### config.mk
export PLATFORM = sky130hd
export DESIGN_NAME = core_tail
export DESIGN_NICKNAME = d
export VERILOG_FILES = /design/src/design/core_tail_pkg.sv /design/src/design/core_tail.sv
export VERILOG_INCLUDE_DIRS = /design/src /design/src/design
export SDC_FILE = /design/constraint.sdc
export NUM_CORES = 2
export LEC_CHECK = 0
export BUFFER_PORTS_ARGS = -buffer_cell sky130_fd_sc_hd__buf_2
export CORE_UTILIZATION = 63
export DETAILED_ROUTE_END_ITERATION = 10
export GPL_ROUTABILITY_DRIVEN = 1
export PLACE_DENSITY = 0.8
export SYNTH_ARGS = -nofsm -noshare
export SYNTH_HDL_FRONTEND = slang
export SYNTH_SLANG_ARGS = --single-unit
export TNS_END_PERCENT = 1
### constraint.sdc
create_clock -name clk -period 12.25 [get_ports clk]
set_input_delay 1.8375 -clock clk [delete_from_list [all_inputs] [get_ports clk]]
set_output_delay 1.8375 -clock clk [all_outputs]
set_load 0.005 [all_outputs]
### src/design/core_tail_params.svh
// Offsets, field positions, encodings and reset values of the core tail
`ifndef CORE_TAIL_PARAMS_SVH
`define CORE_TAIL_PARAMS_SVH
// Register word indices (byte address = index * 4)
`define REG_CTRL       4'h0
`define REG_ACC        4'h1
`define REG_STATUS     4'h2
`define REG_OPTION     4'h3
`define REG_IRQ_CTRL   4'h4
`define REG_DIR        4'h5
`define REG_PC         4'h6
`define REG_WATCHDOG   4'h7
`define REG_FILE_ADDR  4'h8
`define REG_FILE_DATA  4'h9
`define REG_STACK_PUSH 4'ha
// Field positions
`define CTRL_RUN_BIT   0
`define CTRL_WAKE_BIT  1
`define IRQ_ENABLE_BIT 7
// Full-word encodings
`define OP_RET_SUB     14'h0008
`define OP_RET_IRQ     14'h0009
`define OP_OPTION      14'h0062
`define OP_SLEEP       14'h0063
// Prefix encodings
`define OP_DIR_TOP     11'h00c
`define OP_RET_LIT     4'hd
`define OP_SUB_LIT     5'h1e
`define OP_XOR_LIT     6'h3a
`define OP_SUB_FILE    6'h02
`define OP_XOR_FILE    6'h06
`define OP_ROT_RIGHT   6'h0c
`define OP_ROT_LEFT    6'h0d
`define OP_NIB_SWAP    6'h0e
`define DIR_SEL_LO     3'h5
// Reset values
`define RST_ACC        8'h00
`define RST_OPTION     8'hff
`define RST_IRQ_CTRL   8'h00
`define RST_DIR        8'hff
`define RST_PC         13'h0000
// Power-down and expired flags read 1 after reset, the rest 0
`define RST_STATUS     5'h18
`endif

### src/design/core_tail_pkg.sv
// Types shared by the core tail
package core_tail_pkg;
	typedef enum logic [1:0] {ST_EXEC, ST_FLUSH, ST_HALT} core_state_t;
	typedef struct packed {
		logic power_down_flag;
		logic watchdog_expired_flag;
		logic z;
		logic nibble_carry_flag;
		logic c;
	} status_t;
endpackage

### src/design/core_tail.sv
// Execute logic for the return, rotate, subtract, swap and xor group
//
// Functional notes
// - Option opcode copies accumulator, flags kept
// - Interrupt return pops stack, sets global enable
// - Literal return loads literal, pops stack
// - Subroutine return pops stack, two cycles
// - Rotate left through carry, carry only
// - Rotate right through carry, carry only
// - Bit d picks accumulator or file
// - Sleep clears watchdog counter and prescaler
// - Sleep sets expired, clears power-down, halts
// - Literal minus accumulator, sets carry, nibble, zero
// - File minus accumulator routed by d
// - Carry is inverted borrow; zero on zero
// - Nibble exchange routed by d, no flags
// - Direction load copies accumulator, f 5-7
// - Xor forms update only zero flag
`timescale 1ns/1ps
`include "core_tail_params.svh"
module core_tail
	import core_tail_pkg::*;
(
	input  wire logic        clk,
	input  wire logic        rstn,
	input  wire logic [5:0]  address,
	input  wire logic        read,
	input  wire logic        write,
	input  wire logic [31:0] writedata,
	input  wire logic [3:0]  byteenable,
	output logic      [31:0] readdata,
	output logic             waitrequest,
	input  wire logic [13:0] instr_word,
	input  wire logic        instr_valid,
	output logic      [12:0] fetch_pc,
	output logic             halted,
	output logic             osc_stop,
	output logic             global_irq_enable
);
	// ------------------------------------------------------------
	// Architectural state
	// ------------------------------------------------------------
	core_state_t state;
	status_t     status;
	logic [7:0]  acc;
	logic [7:0]  option_reg;
	logic [7:0]  irq_control_reg;
	logic [7:0]  port_direction_reg [5:7];
	logic [7:0]  file_mem [0:127];
	logic [12:0] stack_mem [0:7];
	logic [2:0]  sp;
	logic [7:0]  watchdog_counter;
	logic [7:0]  watchdog_prescale;
	logic        run;
	logic [6:0]  file_addr;

	// ------------------------------------------------------------
	// Avalon slave: one wait cycle, then answer
	// ------------------------------------------------------------
	logic        bus_req;
	logic        bus_take;
	logic        bus_wr;
	logic [3:0]  bus_idx;
	logic        mapped;
	logic [31:0] bus_rdata;
	logic [31:0] be_mask;
	logic [31:0] wr_val;

	assign bus_req  = read | write;
	assign bus_take = bus_req & ~waitrequest;
	assign bus_idx  = address[5:2];
	assign mapped   = bus_idx <= `REG_STACK_PUSH;
	assign bus_wr   = write & ~waitrequest & mapped;

	// Waitrequest drops for exactly one cycle per request
	always_ff @(posedge clk or negedge rstn) begin
		if (!rstn)
			waitrequest <= 1'b1;
		else
			waitrequest <= ~(bus_req & waitrequest);
	end

	// Readback of every mapped word except stack push; it and unmapped read as zero
	always_comb begin
		bus_rdata = 32'h0000_0000;
		unique case (bus_idx)
			`REG_CTRL:      bus_rdata[`CTRL_RUN_BIT] = run;
			`REG_ACC:       bus_rdata[7:0] = acc;
			`REG_STATUS:    bus_rdata[5:0] = {halted, status};
			`REG_OPTION:    bus_rdata[7:0] = option_reg;
			`REG_IRQ_CTRL:  bus_rdata[7:0] = irq_control_reg;
			`REG_DIR:       bus_rdata[23:0] = {port_direction_reg[7],
				port_direction_reg[6], port_direction_reg[5]};
			`REG_PC:        bus_rdata[12:0] = fetch_pc;
			`REG_WATCHDOG:  bus_rdata[15:0] = {watchdog_prescale,
				watchdog_counter};
			`REG_FILE_ADDR: bus_rdata[6:0] = file_addr;
			`REG_FILE_DATA: bus_rdata[7:0] = file_mem[file_addr];
			default:        bus_rdata = 32'h0000_0000;
		endcase
	end

	// Byte lanes merge the write into the present value
	assign be_mask = {{8{byteenable[3]}}, {8{byteenable[2]}},
		{8{byteenable[1]}}, {8{byteenable[0]}}};
	assign wr_val  = (bus_rdata & ~be_mask) | (writedata & be_mask);

	// Read data is captured on the edge that ends the wait cycle
	always_ff @(posedge clk or negedge rstn) begin
		if (!rstn)
			readdata <= 32'h0000_0000;
		else if (read & waitrequest)
			readdata <= bus_rdata;
	end

	// Run enable and file window pointer
	always_ff @(posedge clk or negedge rstn) begin
		if (!rstn) begin
			run       <= 1'b0;
			file_addr <= 7'h00;
		end else if (bus_wr) begin
			if (bus_idx == `REG_CTRL)
				run <= wr_val[`CTRL_RUN_BIT];
			if (bus_idx == `REG_FILE_ADDR)
				file_addr <= wr_val[6:0];
		end
	end

	// ------------------------------------------------------------
	// Decode and datapath
	// ------------------------------------------------------------
	logic        exec_en;
	logic [6:0]  fa;
	logic [7:0]  lit;
	logic [7:0]  fval;
	logic        dest_file;
	logic [12:0] stack_top;
	logic        is_ret_sub, is_ret_irq, is_option, is_sleep;
	logic        is_dir, is_ret_lit, is_sub_lit, is_xor_lit;
	logic        is_sub_file, is_xor_file, is_rot_r, is_rot_l;
	logic        is_swap, file_form, two_cycle;
	logic [7:0]  sub_a;
	logic [8:0]  sub_sum;
	logic [4:0]  nib_sum;
	logic [7:0]  result;
	logic        acc_we;
	logic        file_we;
	status_t     next_status;

	// The core stalls while a bus write lands, so state has one writer
	assign exec_en   = run & instr_valid & (state == ST_EXEC) & ~bus_wr;
	assign fa        = instr_word[6:0];
	assign lit       = instr_word[7:0];
	assign fval      = file_mem[fa];
	assign dest_file = instr_word[7];
	assign stack_top = stack_mem[sp - 3'd1];

	assign is_ret_sub  = instr_word == `OP_RET_SUB;
	assign is_ret_irq  = instr_word == `OP_RET_IRQ;
	assign is_option   = instr_word == `OP_OPTION;
	assign is_sleep    = instr_word == `OP_SLEEP;
	// Only selectors 5 to 7 name a direction register
	assign is_dir      = (instr_word[13:3] == `OP_DIR_TOP) &&
		(instr_word[2:0] >= `DIR_SEL_LO);
	assign is_ret_lit  = instr_word[13:10] == `OP_RET_LIT;
	assign is_sub_lit  = instr_word[13:9] == `OP_SUB_LIT;
	assign is_xor_lit  = instr_word[13:8] == `OP_XOR_LIT;
	assign is_sub_file = instr_word[13:8] == `OP_SUB_FILE;
	assign is_xor_file = instr_word[13:8] == `OP_XOR_FILE;
	assign is_rot_r    = instr_word[13:8] == `OP_ROT_RIGHT;
	assign is_rot_l    = instr_word[13:8] == `OP_ROT_LEFT;
	assign is_swap     = instr_word[13:8] == `OP_NIB_SWAP;
	assign file_form   = is_sub_file | is_xor_file | is_rot_r |
		is_rot_l | is_swap;
	assign two_cycle   = is_ret_sub | is_ret_irq | is_ret_lit;

	// Two's complement subtract: a + ~acc + 1, carry out is not-borrow
	assign sub_a   = is_sub_lit ? lit : fval;
	assign sub_sum = {1'b0, sub_a} + {1'b0, ~acc} + 9'h001;
	assign nib_sum = {1'b0, sub_a[3:0]} + {1'b0, ~acc[3:0]} + 5'h01;

	// Result, destination and flag effects per opcode
	always_comb begin
		result      = 8'h00;
		next_status = status;
		if (is_rot_l) begin
			result        = {fval[6:0], status.c};
			next_status.c = fval[7];
		end else if (is_rot_r) begin
			result        = {status.c, fval[7:1]};
			next_status.c = fval[0];
		end else if (is_sub_lit | is_sub_file) begin
			result         = sub_sum[7:0];
			next_status.c  = sub_sum[8];
			next_status.nibble_carry_flag = nib_sum[4];
			next_status.z  = sub_sum[7:0] == 8'h00;
		end else if (is_swap) begin
			result = {fval[3:0], fval[7:4]};
		end else if (is_xor_lit | is_xor_file) begin
			result        = acc ^ (is_xor_lit ? lit : fval);
			next_status.z = result == 8'h00;
		end else if (is_ret_lit) begin
			result = lit;
		end else if (is_sleep) begin
			next_status.watchdog_expired_flag = 1'b1;
			next_status.power_down_flag       = 1'b0;
		end
	end

	// Bit d routes file-form results; literal forms go to accumulator
	assign file_we = exec_en & file_form & dest_file;
	assign acc_we  = exec_en & ((file_form & ~dest_file) |
		is_sub_lit | is_xor_lit | is_ret_lit);

	// ------------------------------------------------------------
	// Sequencing: execute, flush, halt
	// ------------------------------------------------------------
	// The flush cycle throws the prefetched word away and writes nothing
	always_ff @(posedge clk or negedge rstn) begin
		if (!rstn) begin
			state    <= ST_EXEC;
			fetch_pc <= `RST_PC;
			halted   <= 1'b0;
			osc_stop <= 1'b0;
		end else begin
			unique case (state)
				ST_EXEC: if (exec_en) begin
					if (two_cycle) begin
						fetch_pc <= stack_top;
						state    <= ST_FLUSH;
					end else begin
						fetch_pc <= fetch_pc + 13'h0001;
					end
					if (is_sleep) begin
						state    <= ST_HALT;
						halted   <= 1'b1;
						osc_stop <= 1'b1;
					end
				end
				ST_FLUSH: state <= ST_EXEC;
				ST_HALT: if (bus_wr && bus_idx == `REG_CTRL &&
						wr_val[`CTRL_WAKE_BIT]) begin
					state    <= ST_EXEC;
					halted   <= 1'b0;
					osc_stop <= 1'b0;
				end
			endcase
		end
	end

	// Accumulator and status
	always_ff @(posedge clk or negedge rstn) begin
		if (!rstn) begin
			acc    <= `RST_ACC;
			status <= `RST_STATUS;
		end else if (bus_wr && bus_idx == `REG_ACC) begin
			acc <= wr_val[7:0];
		end else if (exec_en) begin
			if (acc_we)
				acc <= result;
			status <= next_status;
		end
	end

	// Option, interrupt control and direction loads
	always_ff @(posedge clk or negedge rstn) begin
		if (!rstn) begin
			option_reg      <= `RST_OPTION;
			irq_control_reg <= `RST_IRQ_CTRL;
			for (int i = 5; i <= 7; i++)
				port_direction_reg[i] <= `RST_DIR;
		end else if (bus_wr && bus_idx == `REG_IRQ_CTRL) begin
			irq_control_reg <= wr_val[7:0];
		end else if (exec_en) begin
			if (is_option)
				option_reg <= acc;
			if (is_ret_irq)
				irq_control_reg[`IRQ_ENABLE_BIT] <= 1'b1;
			if (is_dir)
				port_direction_reg[instr_word[2:0]] <= acc;
		end
	end

	// Global enable mirrors its control bit from a flop
	always_ff @(posedge clk or negedge rstn) begin
		if (!rstn)
			global_irq_enable <= 1'b0;
		else if (bus_wr && bus_idx == `REG_IRQ_CTRL)
			global_irq_enable <= wr_val[`IRQ_ENABLE_BIT];
		else if (exec_en && is_ret_irq)
			global_irq_enable <= 1'b1;
	end

	// File registers: no reset, software initialises them
	always_ff @(posedge clk) begin
		if (bus_wr && bus_idx == `REG_FILE_DATA)
			file_mem[file_addr] <= wr_val[7:0];
		else if (file_we)
			file_mem[fa] <= result;
	end

	// Return stack; software pushes stand in for calls
	always_ff @(posedge clk or negedge rstn) begin
		if (!rstn) begin
			sp <= 3'd0;
		end else if (bus_wr && bus_idx == `REG_STACK_PUSH) begin
			stack_mem[sp] <= wr_val[12:0];
			sp            <= sp + 3'd1;
		end else if (exec_en && two_cycle) begin
			sp <= sp - 3'd1;
		end
	end

	// Watchdog prescaler ticks every cycle while not halted, counter once per 256; sleep clears counter and prescaler
	always_ff @(posedge clk or negedge rstn) begin
		if (!rstn) begin
			watchdog_counter  <= 8'h00;
			watchdog_prescale <= 8'h00;
		end else if (exec_en && is_sleep) begin
			watchdog_counter  <= 8'h00;
			watchdog_prescale <= 8'h00;
		end else if (!halted) begin
			watchdog_prescale <= watchdog_prescale + 8'h01;
			if (watchdog_prescale == 8'hff)
				watchdog_counter <= watchdog_counter + 8'h01;
		end
	end
endmodule

==> Word-level counts from Yosys, hierarchy flattened <==
Memories as Yosys holds them, arrays and structs flattened.
Cells that the tools add are included.
{ "totals": {"reg_bits": 121, "ram_bits": 1128, "output_inout_bits": 49, "word_cells": 212, "mem_count": 2} }
{ "mem_list": {"columns": ["name", "depth", "width", "rd", "rd_ports_with_merged_regs", "wr", "line", "text"], "rows": [
  ["file_mem", 128, 8, 2, 0, 1, "core_tail.sv:49", "logic [7:0] file_mem [0:127];"],
  ["stack_mem", 8, 13, 1, 0, 1, "core_tail.sv:50", "logic [12:0] stack_mem [0:7];"]
]} }
{ "classes": {"add_sub_neg": 9, "n_lt_le_gt_ge": 4, "eq_ne": 32, "mux": 59, "bitwise_logic": 43, "reduce_logical": 41} }
{ "ops": {"columns": ["op", "n"], "rows": [
  ["two-way mux 8 bit", 19],
  ["one-hot mux 5 bit (9 select lines)", 1],
  ["== test 14 x 4 -> 1 bit (second input constant)", 2],
  ["== test 14 x 7 -> 1 bit (second input constant)", 2],
  ["bitwise AND 13 bit", 2],
  ["bitwise mux 24 bit", 1],
  ["demux 8 bit (select 3 bit)", 1],
  ["two-way mux 1 bit", 22],
  ["== test 6 x 4 -> 1 bit (second input constant)", 3],
  ["nonzero test 2 bit", 9],
  ["adder 8 x 1 -> 8 bit (second input constant)", 2],
  ["== test 4 x 3 -> 1 bit (second input constant)", 4],
  ["== test 4 bit (second input constant)", 4],
  ["logical NOT 8 bit", 2],
  ["one-hot mux 5 bit (3 select lines)", 1],
  ["adder 13 x 1 -> 13 bit (second input constant)", 1],
  ["two-way mux 13 bit", 1],
  ["inverter 13 bit", 1],
  ["bitwise OR 13 bit", 1],
  ["logical AND 1 bit", 12],
  ["inverter 1 bit", 12],
  ["bitwise OR 1 bit", 12],
  ["AND reduction 2 bit", 6],
  ["AND reduction 3 bit", 4],
  ["other kinds (45)", 63]
]} }

==> Longest topological paths before layout <==
{ "depth": {"ltp_word": 13, "depth_mapped": 26} }

==> Worst setup path after synthesis <==
Ideal clock, no wire load.
{ "synth_path": {"path_kind": "input port to flip-flop", "startpoint": "input instr_word[0]", "endpoint": "memory file_mem[0][6], data pin", "t_arrival_ps": 10792, "required_ps": 11053, "slack_ps": 261, "cell_stages": 25, "path_buffers": 4, "path_cell_list": "buf_4 buf_4 buf_2 buf_2 mux2i_1 o221ai_1 a21oi_1 o21ai_0 a32o_1 o21ai_0 nor2_1 a21oi_1 ha_1 inv_1 fa_1 nand2_1 nand2_1 a21oi_1 o21bai_1 a21oi_1 xor2_1 o21ai_0 or3_1 o22ai_1 o21ai_0"} }
{ "synth_via": {"elab_chain_cells": 9, "word_cells_on_any_way": 12, "cone_classes": "2 x add/sub; 8 x mux; 1 x bitwise; 1 x memory"} }
{ "synth_rtl": {"columns": ["element", "line", "text"], "rows": [
  ["start: declaration", "core_tail.sv:33", "input wire logic [13:0] instr_word,"],
  ["parallel branches: the longest is 7 deep, another holds adder 8 x 8 -> 9 bit", null, null],
  ["two-way mux 8 bit (*)", "core_tail.sv:186", "if (is_rot_l) begin"],
  ["two-way mux 8 bit (no line) (*)", null, null],
  ["end: declaration", "core_tail.sv:49", null]
]} }
Mark *: on every way between the ends.

==> Final worst setup path <==
{ "layout_path": {"startpoint": "input instr_word[0]", "endpoint": "memory file_mem[72][5], data pin"} }
The elaborated chain is that of the path after synthesis.

==> results_dict.tcl <==
set metrics [dict create \
    crit_end "file_mem[72][5]" \
    r2r-start "file_addr[0]" \
    skew_ns 0.02553 \
    synth_area_leaders "edfxtp_1 57%, mux4_2 22%, dfrtp_1 3.7%" \
    cts_buffers 131 \
    async_flop_share_pct 9.688 \
    root_buffer "clkbuf_16" \
    drtAntennaViolNets 0 \
    fin_crit_ns 8.906 \
    power_frac_clock_pct 36.5 \
    cpMaxStageDelayCell "o311ai_0" \
    synthCells 3419 \
    ys_top_cells_by_count "1128 x edfxtp_1, 574 x mux4_2, 253 x nor2_1, 165 x nand2_1, 149 x clkbuf_1" \
    worstReg2RegEnd "file_mem[88][3]" \
    synth.top_cell.area_share_pct 56.90 \
    drive_gt1_share_pct 29.53 \
    grt_pass1_vias 36560 \
    status "completed" \
    routed_wl_um 172900 \
    clkLatencyLatePin_ns 0.75 \
    firstDrtPassIters 6 \
    rsz0062_at_grt "no" \
    reg2regPathDepth 13 \
    die_area_mm2 0.09572 \
    grt_overflow 0 \
    synth_area_leader_cell "edfxtp_1" \
    crit_type "primary input to flip-flop" \
    pre_cts_slack_ns 3.005 \
    synth_warnings 0 \
    drc 0 \
    cts_setup_buffers 0 \
    ctsHoldBuffers 0 \
    p_sw_share_pct 26.44 \
    cp_num_cells 22 \
    hold_slack_ns 0.4794 \
    synth_area_per_cell_um2 17.41 \
    p_total_mw 10.36 \
    grt_pass1_wl_um 251000 \
    drt-vias-per-instance 7.568 \
    core-area_mm2 0.09347 \
    final_nets 3526 \
    cp_max_fo 65 \
    gp_congestion 0.9390 \
    fp.dieW_um 309.4 \
    required_ns 12.68 \
    worstSetupEndpointType "flip-flop" \
    cap_violations 0 \
    drt-initial-drc-count 5274 \
    path_common_cell "a21oi_1" \
    num_vias 36330 \
    synth_edf_count 1128 \
    grt_max_degree 121 \
    yosysSeqAreaShare_pct 62.06 \
    crit_path_start_kind "primary input" \
    synth_most_common_cell "edfxtp_1" \
    hpwlAfterDp_um 110500 \
    cts_tree "yes" \
    fin_ws_ns 3.344 \
    critPathArrivalTime_ns 9.34 \
    pwr-share-seq_pct 46.7 \
    intPower_mw 7.621 \
    io_buffers 78 \
    max_freq_ghz 0.1123 \
    initial_core_util_pct 63.69 \
    p_leak_nw 20.92 \
    synth_cell_types 67 \
    setup_tns_ns 0 \
    crit_path_cell_trace "buf_8 -> buf_4 -> buf_4 -> mux2i_1 -> a21oi_1 -> a221oi_1 -> o311ai_0 -> o21ai_0 -> nor2_1 -> a21oi_1 -> ha_1 -> inv_1 -> a21oi_1 -> o21ai_0 -> a21oi_1 -> o21bai_1 -> xnor2_1 -> o221ai_1 -> a31oi_1 -> o22ai_1 -> mux2_4 -> buf_4" \
    grt_usage_pct 37.14 \
    top_regs "file_mem: 1024 flops, stack_mem: 104 flops" \
    worst_pin_slew_ns 1.330 \
    mappedNetlistArea_mm2 0.05953 \
    critPathLaunch "instr_word[0]" \
    worst-path-buf-inv 5 \
    antenna_found_initial 2 \
    ys_seq_elements 1249 \
    power_density_mw_per_mm2 159.2 \
    slew_violations 0 \
    post-route-period-util_pct 72.70 \
    power_frac_comb_pct 16.8 \
    largest_register_ffs 1024 \
    max_slew_margin_pct 9.047 \
    hp-class "flip-flop to flip-flop" \
    clock_path_buffers 3 \
    fp-row-count 112 \
    synth_ff_type "edfxtp_1" \
    cpPeakStageDelay_ns 0.99 \
    area_growth_pct 9.301 \
    vdd.ir_drop.worst_uv 155.3 \
    cts_resized 0 \
    cpLargestDelayFamily "compound AO/OA/AOI/OAI gates" \
    finalHoldViolCount 0 \
    clkTransAtPathRegs_ns 0.06 \
    largest_register "file_mem" \
    io_pins 110 \
    r2r_setup_slack_ns 4.80 \
    switchingPower_mw 2.739 \
    clkSinkCount 1249 \
    setup_violations 0 \
    die_height_um 309.4 \
    ctsHtreeMaxLevel 4 \
    wl_per_cell_um 36.01 \
]
-- worst min-delay path by stage --
stage,startpoint,endpoint,depth (start not counted),slack [ns]
after global routing,irq_control_reg[4],irq_control_reg[4],2,0.51
after global placement,readdata[21],readdata[21],2,0.46
after detailed placement,readdata[21],readdata[21],2,0.47
final,port_direction_reg[12],port_direction_reg[12],2,0.48
after CTS,port_direction_reg[12],port_direction_reg[12],2,0.48
after floorplan,irq_control_reg[4],irq_control_reg[4],2,0.45
-- power groups by stage --
stage	registers, mW	clock network, mW	logic [mW]
final	4.84	3.78	1.74
after global routing	4.84	3.94	1.79
after CTS	4.84	3.79	1.70
after detailed placement	4.93	0	1.68
after global placement	4.92	0	1.65
after floorplan	4.88	0	1.17
-- cells in the final DEF (no fill, tap or decap), types with 20 or more instances in the layout --
master | synthesis | final
buf_2 | 58 | 74
nor2b_1 | 22 | 20
mux4_2 | 574 | 574
inv_1 | 30 | 30
nor2_1 | 253 | 252
dfrtp_1 | 87 | 83
clkbuf_1 | 149 | 39
clkinv_1 | 1 | 22
a22o_1 | 26 | 26
dfstp_2 | 34 | 34
nand3_1 | 32 | 32
o21ai_0 | 104 | 102
clkbuf_16 | 0 | 139
nor3_1 | 24 | 22
mux2_2 | 59 | 58
nand2_1 | 165 | 165
a21oi_1 | 77 | 76
a22oi_1 | 45 | 45
edfxtp_1 | 1128 | 1128
mux2i_1 | 146 | 144
o221ai_1 | 36 | 36
a31oi_1 | 21 | 21
buf_4 | 24 | 85
or2_2 | 24 | 24
-- metrics by stage --
stage	cell area (µm²)	std cells	utilization, %
global route	65060	4800	69.61
CTS	65060	4800	69.61
floorplan	59550	3426	-
detailed placement	61070	4570	65.34
finish	65060	4801	69.61
global placement	61070	4570	65.34
-- routing by layer --
layer	up-vias	global-route usage [%]	routed length [µm]
met4	8	19.64	10860
met2	2950	56.54	80130
met1	18520	48.99	58750
met5	-	0.4550	97
met3	665	10.93	23060
li1	14190	-	-
-- worst reg2reg max path, stage by stage (launching register included) --
cell and delay, ns:
dfrtp_4 0.97, buf_4 0.58, buf_4 0.75, mux4_2 0.66, mux4_2 0.56, mux4_2 0.62, mux2i_1 0.49, o221ai_1 0.32
mux2i_1 0.65, inv_1 0.35, nor2_1 0.26, a21oi_4 0.04, buf_4 0.33, buf_4 0.49
-- cells by family after synthesis --
group / count (synthesis) / share of synthesized area (%)
flops: 1249 / 62.06
mux: 779 / 25.29
simple gates: 598 / 4.487
compound gates: 437 / 4.963
buf+inv: 305 / 2.348
xor+xnor: 34 / 0.5002
fa+ha+maj: 16 / 0.3489
other cells: 1 / 0.006300
-- layout make-up --
class                      count  area (µm²)
timing repair buffer         164        1099
tap                         1254        1569
clock inverter                49       326.6
antenna                        1       2.502
clock buffer                 181        3666
sequential                  1249       36960
fill                        5721       28400
inverter                      31       116.4
multi-input combinational   1872       21330
No activity file was read; power rests on OpenSTA's default activity.
